**src/timer_ctl_pkg.sv**
```systemverilog
// Purpose: shared constants for the timer mode and polarity control block
// Assumes: 32-bit classic Wishbone, byte addresses = register index * 4
// Notes: register index values, field positions and mode codes live here

package timer_ctl_pkg;

  // ==========================================================
  // register indices and byte addresses
  localparam int ADDR_W = 16;
  localparam logic [11:0] IDX_CTRL = 12'hF07;
  localparam logic [11:0] IDX_MODE_HI = 12'hF20;
  localparam logic [11:0] IDX_RELOAD = 12'hF21;
  localparam logic [11:0] IDX_PWM = 12'hF22;
  localparam logic [11:0] IDX_COUNT = 12'hF23;
  localparam logic [11:0] IDX_CAPTURE = 12'hF24;
  localparam logic [11:0] IDX_STATUS = 12'hF25;
  localparam logic [11:0] IDX_MASK = 12'hF26;
  localparam logic [1:0] BYTE_OFS = 2'h0;

  // ==========================================================
  // control register layout
  localparam int RUN_BIT = 7;
  localparam int POL_BIT = 6;
  localparam int PRESCALE_FIELD_LSB = 3;
  localparam int PRESCALE_FIELD_W = 3;
  localparam int MODE_LSB = 0;
  localparam int MODE_LO_W = 3;
  localparam logic [7:0] CTRL_RESET = 8'h00;

  // ==========================================================
  // status and mask layout
  localparam int STATUS_W = 3;
  localparam int ST_RELOAD = 0;
  localparam int ST_CAPTURE = 1;
  localparam int ST_GATE = 2;
  localparam logic [STATUS_W-1:0] STATUS_RESET = 3'h0;
  localparam logic [STATUS_W-1:0] MASK_RESET = 3'h0;

  // ==========================================================
  // operating modes
  typedef enum logic [3:0] {
    MODE_ONESHOT = 4'h0,
    MODE_CONT = 4'h1,
    MODE_COUNTER = 4'h2,
    MODE_PWM_ONE = 4'h3,
    MODE_CAPTURE = 4'h4,
    MODE_COMPARE = 4'h5,
    MODE_GATED = 4'h6,
    MODE_CAP_CMP = 4'h7,
    MODE_PWM_TWO = 4'h8,
    MODE_CAP_RESTART = 4'h9,
    MODE_CMP_COUNTER = 4'hA,
    MODE_TRIG_ONESHOT = 4'hB
  } mode_t;

  function automatic logic [ADDR_W-1:0] byteAddr(input logic [11:0] idx);
    byteAddr = {2'h0, idx, BYTE_OFS};
  endfunction

endpackage

```
**src/timer_input_edge.sv**
```systemverilog
// Purpose: polarity-aware edge and level detection on the timer input
// Assumes: input pin already synchronous to clk
// Notes: active edge is rising for polarity 0, falling for polarity 1

`timescale 1ns/10ps
`default_nettype none

module timer_input_edge (
  input wire logic clk,
  input wire logic arst_n,
  input wire logic pinIn,
  input wire logic polarity,
  output logic activeEdge,
  output logic otherEdge,
  output logic activeLevel
);

  typedef struct packed {
    logic prev;
    logic valid;
  } edge_state_t;

  edge_state_t q;
  edge_state_t d;
  logic rise;
  logic fall;

  // ==========================================================
  // edge selection
  always_comb begin
    d.prev = pinIn;
    d.valid = 1'b1;
    rise = q.valid && !q.prev && pinIn;
    fall = q.valid && q.prev && !pinIn;
    activeEdge = polarity ? fall : rise;
    otherEdge = polarity ? rise : fall;
    activeLevel = pinIn ^ polarity;
  end

  always_ff @(posedge clk or negedge arst_n) begin
    if (!arst_n) begin
      q <= '0;
    end else begin
      q <= d;
    end
  end
endmodule

`default_nettype wire

```
**src/timer_mode_polarity_control.sv**
```systemverilog
// Purpose: timer control register, mode decode and output/capture logic
// Assumes: classic Wishbone slave, one clock, inputs synchronous
// Notes: one-cycle ack latency, status bits write-one-to-clear

`timescale 1ns/10ps
`default_nettype none

module timer_mode_polarity_control #(
  parameter int CNT_W = 16,
  parameter logic [CNT_W-1:0] RELOAD_RESET = '1,
  parameter logic [CNT_W-1:0] COUNT_START = CNT_W'(1)
) (
  input wire logic clk,
  input wire logic arst_n,
  input wire logic cyc_i,
  input wire logic stb_i,
  input wire logic we_i,
  input wire logic [timer_ctl_pkg::ADDR_W-1:0] adr_i,
  input wire logic [3:0] sel_i,
  input wire logic [31:0] dat_i,
  output logic [31:0] dat_o,
  output logic ack_o,
  input wire logic timerIn,
  output logic timerOut,
  output logic irq
);

  if (CNT_W < 2 || CNT_W > 32) begin : g_bad_width
    $error("timer_mode_polarity_control: CNT_W out of range");
  end

  typedef struct packed {
    logic [7:0] ctrl;
    logic modeHi;
    logic [CNT_W-1:0] reload;
    logic [CNT_W-1:0] pwm;
    logic [CNT_W-1:0] count;
    logic [CNT_W-1:0] capture;
    logic started;
    logic pulse;
    logic out;
    logic [timer_ctl_pkg::STATUS_W-1:0] status;
    logic [timer_ctl_pkg::STATUS_W-1:0] mask;
    logic irq;
    logic ack;
    logic [31:0] rdat;
  } state_t;

  state_t q;
  state_t d;

  logic runBit;
  logic polBit;
  timer_ctl_pkg::mode_t mode;
  logic tick;
  logic actEdge;
  logic othEdge;
  logic actLevel;
  logic advance;
  logic reloadEv;
  logic pwmMatch;
  logic captureEv;
  logic wrStrobe;
  logic [timer_ctl_pkg::STATUS_W-1:0] events;

  // ==========================================================
  // helpers
  function automatic logic [31:0] laneMerge(input logic [31:0] old,
                                            input logic [31:0] wd,
                                            input logic [3:0] sel);
    logic [31:0] r;
    r = old;
    for (int i = 0; i < 4; i++) begin
      if (sel[i]) begin
        r[i*8 +: 8] = wd[i*8 +: 8];
      end
    end
    return r;
  endfunction

  function automatic logic [31:0] widen(input logic [CNT_W-1:0] v);
    logic [31:0] r;
    r = '0;
    r[CNT_W-1:0] = v;
    return r;
  endfunction

  function automatic logic hit(input logic [11:0] idx,
                               input logic [timer_ctl_pkg::ADDR_W-1:0] a);
    return a == timer_ctl_pkg::byteAddr(idx);
  endfunction

  assign runBit = q.ctrl[timer_ctl_pkg::RUN_BIT];
  assign polBit = q.ctrl[timer_ctl_pkg::POL_BIT];
  assign mode = timer_ctl_pkg::mode_t'({q.modeHi,
    q.ctrl[timer_ctl_pkg::MODE_LSB +: timer_ctl_pkg::MODE_LO_W]});
  assign wrStrobe = cyc_i && stb_i && we_i && q.ack;

  // ==========================================================
  // submodules
  timer_prescaler #(
    .SHIFT_W(timer_ctl_pkg::PRESCALE_FIELD_W)
  ) u_prescale_field (
    .clk(clk),
    .arst_n(arst_n),
    .run(runBit),
    .shift(q.ctrl[timer_ctl_pkg::PRESCALE_FIELD_LSB +: timer_ctl_pkg::PRESCALE_FIELD_W]),
    .tick(tick)
  );

  timer_input_edge u_edge (
    .clk(clk),
    .arst_n(arst_n),
    .pinIn(timerIn),
    .polarity(polBit),
    .activeEdge(actEdge),
    .otherEdge(othEdge),
    .activeLevel(actLevel)
  );

  // ==========================================================
  // mode dependent count enable
  always_comb begin
    advance = 1'b0;
    captureEv = 1'b0;
    case (mode)
      timer_ctl_pkg::MODE_COUNTER,
      timer_ctl_pkg::MODE_CMP_COUNTER: begin
        advance = actEdge;
      end
      timer_ctl_pkg::MODE_GATED: begin
        advance = tick && actLevel;
      end
      timer_ctl_pkg::MODE_CAP_CMP: begin
        advance = tick && q.started;
        captureEv = actEdge && q.started;
      end
      timer_ctl_pkg::MODE_TRIG_ONESHOT: begin
        advance = tick && q.started;
      end
      timer_ctl_pkg::MODE_CAPTURE,
      timer_ctl_pkg::MODE_CAP_RESTART: begin
        advance = tick;
        captureEv = actEdge;
      end
      default: begin
        advance = tick;
      end
    endcase
    advance = advance && runBit;
    captureEv = captureEv && runBit;
    reloadEv = advance && (q.count == q.reload);
    pwmMatch = advance && (q.count == q.pwm);
    events = '0;
    events[timer_ctl_pkg::ST_RELOAD] = reloadEv;
    events[timer_ctl_pkg::ST_CAPTURE] = captureEv;
    events[timer_ctl_pkg::ST_GATE] = runBit && othEdge
      && (mode == timer_ctl_pkg::MODE_GATED);
  end

  // ==========================================================
  // next state
  always_comb begin
    d = q;
    // counter and capture
    if (!runBit) begin
      d.started = 1'b0;
    end else if (actEdge && (mode == timer_ctl_pkg::MODE_CAP_CMP
        || mode == timer_ctl_pkg::MODE_TRIG_ONESHOT)) begin
      d.started = 1'b1;
    end
    if (captureEv) begin
      d.capture = q.count;
    end
    if (captureEv && mode == timer_ctl_pkg::MODE_CAP_RESTART) begin
      d.count = COUNT_START;
    end else if (reloadEv) begin
      d.count = COUNT_START;
      if (mode == timer_ctl_pkg::MODE_ONESHOT
          || mode == timer_ctl_pkg::MODE_TRIG_ONESHOT) begin
        d.ctrl[timer_ctl_pkg::RUN_BIT] = 1'b0;
      end
    end else if (advance) begin
      d.count = q.count + 1'b1;
    end
    // output pin
    d.pulse = 1'b0;
    if (!runBit) begin
      d.out = polBit;
    end else begin
      case (mode)
        timer_ctl_pkg::MODE_ONESHOT: begin
          if (q.pulse) begin
            d.out = !q.out;
          end else if (reloadEv) begin
            d.out = !q.out;
            d.pulse = 1'b1;
          end
        end
        timer_ctl_pkg::MODE_PWM_ONE,
        timer_ctl_pkg::MODE_PWM_TWO: begin
          if (reloadEv) begin
            d.out = polBit;
          end else if (pwmMatch) begin
            d.out = !polBit;
          end
        end
        default: begin
          if (reloadEv) begin
            d.out = !q.out;
          end
        end
      endcase
    end
    // bus slave
    d.ack = cyc_i && stb_i && !q.ack;
    d.rdat = '0;
    if (cyc_i && stb_i && !we_i && !q.ack) begin
      if (hit(timer_ctl_pkg::IDX_CTRL, adr_i)) begin
        d.rdat[7:0] = q.ctrl;
      end else if (hit(timer_ctl_pkg::IDX_MODE_HI, adr_i)) begin
        d.rdat[0] = q.modeHi;
      end else if (hit(timer_ctl_pkg::IDX_RELOAD, adr_i)) begin
        d.rdat = widen(q.reload);
      end else if (hit(timer_ctl_pkg::IDX_PWM, adr_i)) begin
        d.rdat = widen(q.pwm);
      end else if (hit(timer_ctl_pkg::IDX_COUNT, adr_i)) begin
        d.rdat = widen(q.count);
      end else if (hit(timer_ctl_pkg::IDX_CAPTURE, adr_i)) begin
        d.rdat = widen(q.capture);
      end else if (hit(timer_ctl_pkg::IDX_STATUS, adr_i)) begin
        d.rdat[timer_ctl_pkg::STATUS_W-1:0] = q.status;
      end else if (hit(timer_ctl_pkg::IDX_MASK, adr_i)) begin
        d.rdat[timer_ctl_pkg::STATUS_W-1:0] = q.mask;
      end
    end
    d.status = q.status;
    if (wrStrobe) begin
      if (hit(timer_ctl_pkg::IDX_CTRL, adr_i) && sel_i[0]) begin
        d.ctrl = dat_i[7:0];
      end
      if (hit(timer_ctl_pkg::IDX_MODE_HI, adr_i) && sel_i[0]) begin
        d.modeHi = dat_i[0];
      end
      if (hit(timer_ctl_pkg::IDX_RELOAD, adr_i)) begin
        d.reload = CNT_W'(laneMerge(widen(q.reload), dat_i, sel_i));
      end
      if (hit(timer_ctl_pkg::IDX_PWM, adr_i)) begin
        d.pwm = CNT_W'(laneMerge(widen(q.pwm), dat_i, sel_i));
      end
      if (hit(timer_ctl_pkg::IDX_STATUS, adr_i) && sel_i[0]) begin
        d.status = q.status & ~dat_i[timer_ctl_pkg::STATUS_W-1:0];
      end
      if (hit(timer_ctl_pkg::IDX_MASK, adr_i) && sel_i[0]) begin
        d.mask = dat_i[timer_ctl_pkg::STATUS_W-1:0];
      end
    end
    // set wins over a simultaneous clear
    d.status = d.status | events;
    d.irq = |(d.status & d.mask);
  end

  always_ff @(posedge clk or negedge arst_n) begin
    if (!arst_n) begin
      q <= '0;
      q.ctrl <= timer_ctl_pkg::CTRL_RESET;
      q.reload <= RELOAD_RESET;
      q.status <= timer_ctl_pkg::STATUS_RESET;
      q.mask <= timer_ctl_pkg::MASK_RESET;
    end else begin
      q <= d;
    end
  end

  assign dat_o = q.rdat;
  assign ack_o = q.ack;
  assign timerOut = q.out;
  assign irq = q.irq;
endmodule

`default_nettype wire

```
**src/timer_prescaler.sv**
```systemverilog
// Purpose: power-of-two prescaler giving a one-cycle count enable
// Assumes: run low clears the divider so each start divides cleanly
// Notes: tick every 2^shift cycles while running

`timescale 1ns/10ps
`default_nettype none

module timer_prescaler #(
  parameter int SHIFT_W = 3
) (
  input wire logic clk,
  input wire logic arst_n,
  input wire logic run,
  input wire logic [SHIFT_W-1:0] shift,
  output logic tick
);

  localparam int DIV_W = (1 << SHIFT_W) - 1;

  if (SHIFT_W < 1 || SHIFT_W > 4) begin : g_bad_width
    $error("timer_prescaler: SHIFT_W out of range");
  end

  typedef struct packed {
    logic [DIV_W-1:0] div;
  } pre_state_t;

  pre_state_t q;
  pre_state_t d;
  logic [DIV_W-1:0] lowMask;

  // ==========================================================
  // divider
  always_comb begin
    d = q;
    lowMask = ~({DIV_W{1'b1}} << shift);
    tick = run && ((q.div & lowMask) == lowMask);
    if (!run) begin
      d.div = '0;
    end else begin
      d.div = q.div + 1'b1;
    end
  end

  always_ff @(posedge clk or negedge arst_n) begin
    if (!arst_n) begin
      q <= '0;
    end else begin
      q <= d;
    end
  end
endmodule

`default_nettype wire
```
**config.mk**
```make
export PLATFORM = sky130hd
export DESIGN_NAME = timer_mode_polarity_control
export DESIGN_NICKNAME = d
export VERILOG_FILES = /design/src/timer_ctl_pkg.sv /design/src/timer_input_edge.sv /design/src/timer_mode_polarity_control.sv /design/src/timer_prescaler.sv
export SDC_FILE = /design/constraint.sdc
export NUM_CORES = 1
export LEC_CHECK = 0
export ABC_AREA = 1
export BUFFER_PORTS_ARGS = -buffer_cell sky130_fd_sc_hd__buf_2
export CAP_MARGIN = 20
export CORE_MARGIN = 2
export CORE_UTILIZATION = 45
export CTS_BUF_LIST = sky130_fd_sc_hd__clkbuf_4
export DETAILED_ROUTE_END_ITERATION = 8
export PLACE_DENSITY = 0.65
export SKIP_CTS_REPAIR_TIMING = 1
export SYNTH_ARGS = -nofsm -noshare
export SYNTH_HDL_FRONTEND = slang
export SYNTH_SLANG_ARGS = --single-unit
export TNS_END_PERCENT = 100
```
**constraint.sdc**
```tcl
create_clock -name clk -period 2.8 [get_ports clk]
set_input_delay 0.14 -clock clk [delete_from_list [all_inputs] [get_ports clk]]
set_output_delay 0.14 -clock clk [all_outputs]
set_load 0.005 [all_outputs]
```
== Yosys cells after proc, flatten, opt, wreduce, memory -nomap -nowiden ==
Cells that the tools add are included.

* Logic and storage cells: 149
* Flip-flop bits (word level): 125
* Output and inout port bits: 35

* Reduce and logical (&&, ||, !) cells: 48
* Shifts and indexed selects: 1
* Bitwise gates (word level): 7
* Add/sub/neg operators: 2
* Muxes and demuxes: 47
* Equality and inequality tests: 24

{| class="wikitable"
|+ Operator list
! cell !! count
|-
| == test 16 x 14 -> 1 bit (second input constant) || 8
|-
| two-way mux 16 bit || 8
|-
| two-way mux 8 bit || 6
|-
| two-way mux 41 bit || 1
|-
| == test 16 bit || 2
|-
| two-way mux 32 bit || 1
|-
| logical AND 1 bit || 26
|-
| two-way mux 24 bit || 1
|-
| two-way mux 1 bit || 17
|-
| adder 16 x 1 -> 16 bit (second input constant) || 1
|-
| == test 4 bit (second input constant) || 4
|-
| two-way mux 15 bit || 1
|-
| two-way mux 3 bit || 5
|-
| AND reduction 3 bit || 5
|-
| two-way mux 13 bit || 1
|-
| == test 4 x 3 -> 1 bit (second input constant) || 3
|-
| == test 4 x 2 -> 1 bit (second input constant) || 2
|-
| != test 4 bit (second input constant) || 2
|-
| OR reduction 2 bit || 4
|-
| adder 7 x 1 -> 7 bit (second input constant) || 1
|-
| AND 7 bit || 1
|-
| == test 7 bit || 1
|-
| two-way mux 7 bit || 1
|-
| NOT 7 bit || 1
|-
| other kinds (17) || 26
|}

== Depth between registers and ports, before layout ==
* Depth after elaboration: 13
* Mapped depth: 14
* Mapped depth without buffers: 14

== By module ==
From an unflattened synthesis, not the netlist that was laid out.

* Cells, all modules: 859
* Area, all modules: 6287.3 um^2

{| class="wikitable"
|+ Modules (own cells, without submodules)
! module !! times used !! area each (um^2) !! cells an instance
|-
| timer_mode_polarity_control || 1 || 5805.6 || 797
|-
| timer_prescaler || 1 || 375.4 || 49
|-
| timer_input_edge || 1 || 106.4 || 13
|}

== Worst setup path before layout ==
Ideal clock, no wire load.

* Kind: register to register
* From: register q, in the netlist polBit
* To: register q[60] (netlist bit)
* Clock period less this slack: 1570 ps
* Cell stages (with the launch flop): 12
* Slack: 1230 ps
* Arrival: 1447 ps
* Cells stage by stage: dfrtp_1 -> inv_2 -> nand2_1 -> nand2_1 -> nand2_1 -> a21oi_2 -> nand2_1 -> nand2_4 -> nor2_2 -> buf_6 -> o21ai_0 -> a21oi_1

* Cells in the longest elaborated chain, start to end: 7
* Elaborated cells on any way between the ends: 13
* Those cells by class: 5 x mux; 1 x bitwise; 7 x reduce/logical

{| class="wikitable"
|+ RTL lines
! item !! line !! text
|-
| start: declaration || timer_mode_polarity_control.sv:49 || <nowiki>state_t q;</nowiki>
|-
| bitwise XOR 1 bit || timer_input_edge.sv:37 || <nowiki>activeLevel = pinIn ^ polarity;</nowiki>
|-
| logical AND 1 bit || timer_mode_polarity_control.sv:132 || <nowiki>advance = tick && actLevel;</nowiki>
|-
| case mux 1 bit (3 select lines) || timer_mode_polarity_control.sv:126 || <nowiki>case (mode)</nowiki>
|-
| logical AND 1 bit || timer_mode_polarity_control.sv:150 || <nowiki>advance = advance && runBit;</nowiki>
|-
| logical AND 1 bit || timer_mode_polarity_control.sv:152 || <nowiki>reloadEv = advance && (q.count == q.reload);</nowiki>
|-
| two-way mux 16 bit || timer_mode_polarity_control.sv:177 || <nowiki>end else if (reloadEv) begin</nowiki>
|-
| two-way mux 16 bit || timer_mode_polarity_control.sv:175 || <nowiki>if (captureEv && mode == timer_ctl_pkg::MODE_CAP_RESTART) begin</nowiki>
|}

Several ways; a longest one is shown, not always the timed one.
A chain may end at the register's enable or synchronous reset.

==> impl_metrics.toml <==
[status]
status = "finished clean"

[clock_tree]
htree_levels = 3
cts.clk_slew.worst_paths_ns = 0.17
cts_buffers = 9
cts-root-buf = "clkbuf_4"
cts_tree = "done"
clkSinkCount = 109
worst_skew_pair.late_latency_ns = 0.49
clk_path_buf_depth = 2

[placed_design]
dp_slack_ns = 0.529
hpwlAfterDp_um = 11300
placed_area_mm2 = 0.00643
place_congestion = 0.860
numPortBuffers = 58
placed_cells = 1006

[floorplan]
dieArea_mm2 = 0.0148
dieHeight_um = 122
core_area_mm2 = 0.0134
die_x_um = 122
start_util_pct = 46.5
ios = 93
num_rows = 42

[critical_path]
crit-reg2reg-launch = "q[68]"
cp-end-kind = "register"
crit_family = "buffers and inverters"
timing.rr.end = "q[60]"
criticalPathCategory = "in2reg"
critPathBufInv = 3
r2r_cells = 10
r2r_slack_ns = 0.57
cp.arrival_ns = 2.76
path_cells = "dlygate4sd3_1, buf_2, nand2_1, dlygate4sd3_1, nor2_1, nand2_1, nor2_1, o21ai_0, a21oi_1"
crit_fanout = 7
slowest_delay_ns = 0.56
startpoint_type = "input pin"
crit_slowest_cell = "dlygate4sd3_1"
crit_required_ns = 3.19

[cells_and_area]
multiInputGateArea_mm2 = 0.00282
fin_area_mm2 = 0.00678
num-fill-cells = 1329
drive_gt1_share_pct = 15.6
nNetsFinal = 921
seq_area_mm2 = 0.00275
stdcell_count = 1043
syn2layout_area_growth_pct = 8.84

[global_route]
grt_pass1_vias = 4980
gr-usage-all-layers_pct = 22.0
antenna_found_initial = 1
grt_max_degree = 54
grt_pass1_wl_um = 25300
overflow = 0

[hold_path]
hold_class = "in2reg"
hold_depth = 6
min_delay_worst_endpoint = "dat_o[3]"
hp-start = "adr_i[6]"

[logic_synthesis]
ys_ff_latch = 109
netlist_area_mm2 = 0.00623
yosysWarningCount = 0
synth_top_area_share_pct = 37.4
synth-async-reset-ratio_pct = 100
synth_edf_count = 0
yosysTopAreaCell = "dfrtp_1"
synthCells = 812
postSynthAreaPerCell_um2 = 7.67
seq_area_frac_synth_pct = 44.1
yosysUniqueCellTypes = 46
synthFlopType = "dfrtp_1"
yosys-top-cells-area = "dfrtp_1, nand2_1, dfstp_2"

[timing]
finalSetupViolCount = 0
slew_headroom_pct = 32.9
finalSetupTns_ns = 0
fin_worst_skew_ns = 0.0102
rsz0062_at_grt = "false"
post-route-min-period_ns = 2.36
hold_viol_final = 0
worst_slack_ns = 0.436
maxSlewViolCount = 0
worstMarginPinSlew_ns = 1.01
fmax_mhz = 423
finalCritPeriodShare_pct = 84.4

[pwr]
power_frac_seq_pct = 59.2
p_int_mw = 2.01
clkPwrFrac_pct = 30.8
combinationalPowerShare_pct = 10.1
switching_share_pct = 28.4
vdd_ir_drop_max_mv = 0.232
cellLeakagePower_nw = 3.31
power.switching_mw = 0.797
power_density_mw_per_mm2 = 414
p_total_mw = 2.81

[routing]
ant_nets = 0
drc_errors = 0
vias = 5342
wl_per_cell_um = 14.9
drt_wl_total_um = 15500
first_iter_violations = 473
vias_per_cell = 5.12
dr.pass1.iters = 7

[run]
cap_violations = 0
-- final cells by class --
cell class	instances	area share, %
Antenna cell	1	0.0369
Multi-Input combinational cell	580	41.6
Clock inverter	6	1.03
Timing Repair Buffer	84	8.12
Clock buffer	10	1.11
Inverter	77	4.32
Sequential cell	109	40.5
Tap cell	176	3.25
-- kinds of logic after synthesis --
logic type,count (synthesis),share of synthesized area (%)
compound gates,149,12.5
xor+xnor,24,3.38
fa+ha+maj,2,0.402
buf+inv,138,11.5
flops,109,44.1
mux,1,0.181
other cells,2,0.121
simple gates,387,27.8
-- power groups by stage --
stage | Combinational (mW) | Sequential (mW) | Clock [mW]
global route | 0.322 | 1.67 | 0.946
global placement | 0.254 | 1.69 | 0
floorplan | 0.196 | 1.66 | 0
CTS | 0.263 | 1.66 | 0.875
finish | 0.283 | 1.66 | 0.864
detailed placement | 0.261 | 1.69 | 0
-- Yosys cell counts, types with 3 or more instances --
| library cell | n |
|---|---|
| nor4_1 | 3 |
| inv_1 | 70 |
| nand4_1 | 18 |
| buf_6 | 6 |
| o21ai_0 | 78 |
| o21ai_1 | 26 |
| nand3_2 | 5 |
| nor2_2 | 3 |
| xor2_1 | 7 |
| clkbuf_1 | 7 |
| inv_2 | 4 |
| xnor2_1 | 17 |
| a21oi_1 | 32 |
| o22ai_1 | 3 |
| nand2_2 | 5 |
| nand3b_1 | 3 |
| or2_0 | 3 |
| nor3_1 | 11 |
| dfstp_2 | 16 |
| buf_4 | 36 |
| nand3_1 | 33 |
| nor2_1 | 52 |
| or2_2 | 5 |
| buf_2 | 11 |
| nor3_2 | 6 |
| nand2_1 | 233 |
| dfrtp_1 | 93 |
-- worst max path at each step --
stage                   start        end  slack, ns  depth (start not counted)
finish                  stb_i  dat_o[15]       0.44                          9
global route            stb_i  dat_o[15]       0.27                          9
CTS                    q[100]      q[60]       0.59                         10
detailed placement  adr_i[15]      q[89]       0.53                         10
global placement    adr_i[15]      q[90]       0.55                         10
floorplan              polBit      q[60]       1.23                         11
-- metrics by stage --
stage          utilization (%)  hold slack [ns]
6_report                  50.6           0.0522
5_1_grt                   50.6           0.0452
2_1_floorplan                -           -0.156
3_3_place_gp              48.0           0.0648
3_5_place_dp              48.0           0.0678
4_1_cts                   49.1           -0.494
-- registers in the layout, summed over array words and instances, names as in the netlist --
| register | flops |
|---|---|
| dat_o | 16 |
| mode | 4 |
| u_prescale_field.q | 7 |
| irq | 1 |
| u_edge.q | 2 |
| ack_o | 1 |
| q | 76 |
| timerOut | 1 |
| polBit | 1 |
-- metal layers --
layer,track usage [%],vias up,part of all wire [%]
li1,-,2667,-
met1,31.8,2494,48
met2,33.3,157,44
met3,4.03,24,5.5
met4,7.69,0,2.1
met5,0,-,0
-- cells in the final DEF, fill, tap and decap left out, types with 6 or more instances in the layout --
cell and count:
dfrtp_1 93, o21ai_1 26, conb_1 17, xor2_1 7
buf_2 57, clkbuf_4 10, nand4_1 18, nor2_1 52
buf_4 6, nor3_1 11, a21oi_1 32, nand3_1 33
inv_1 70, nand2_1 233, xnor2_1 17, dfstp_2 16
o21ai_0 78, nor3_2 6, dlygate4sd3_1 20
-- worst reg2reg max path: stages (launching register included) --
cell and delay, ns:
dfrtp_1 0.52, xnor2_1 0.25, nand2_1 0.08, nor2_1 0.17, nand2_1 0.13, nor2_2 0.24, nand2_4 0.15, nand2_2 0.27
inv_1 0.17, o21ai_0 0.11, a21oi_1 0.05
(Power assumes the default switching activity.)
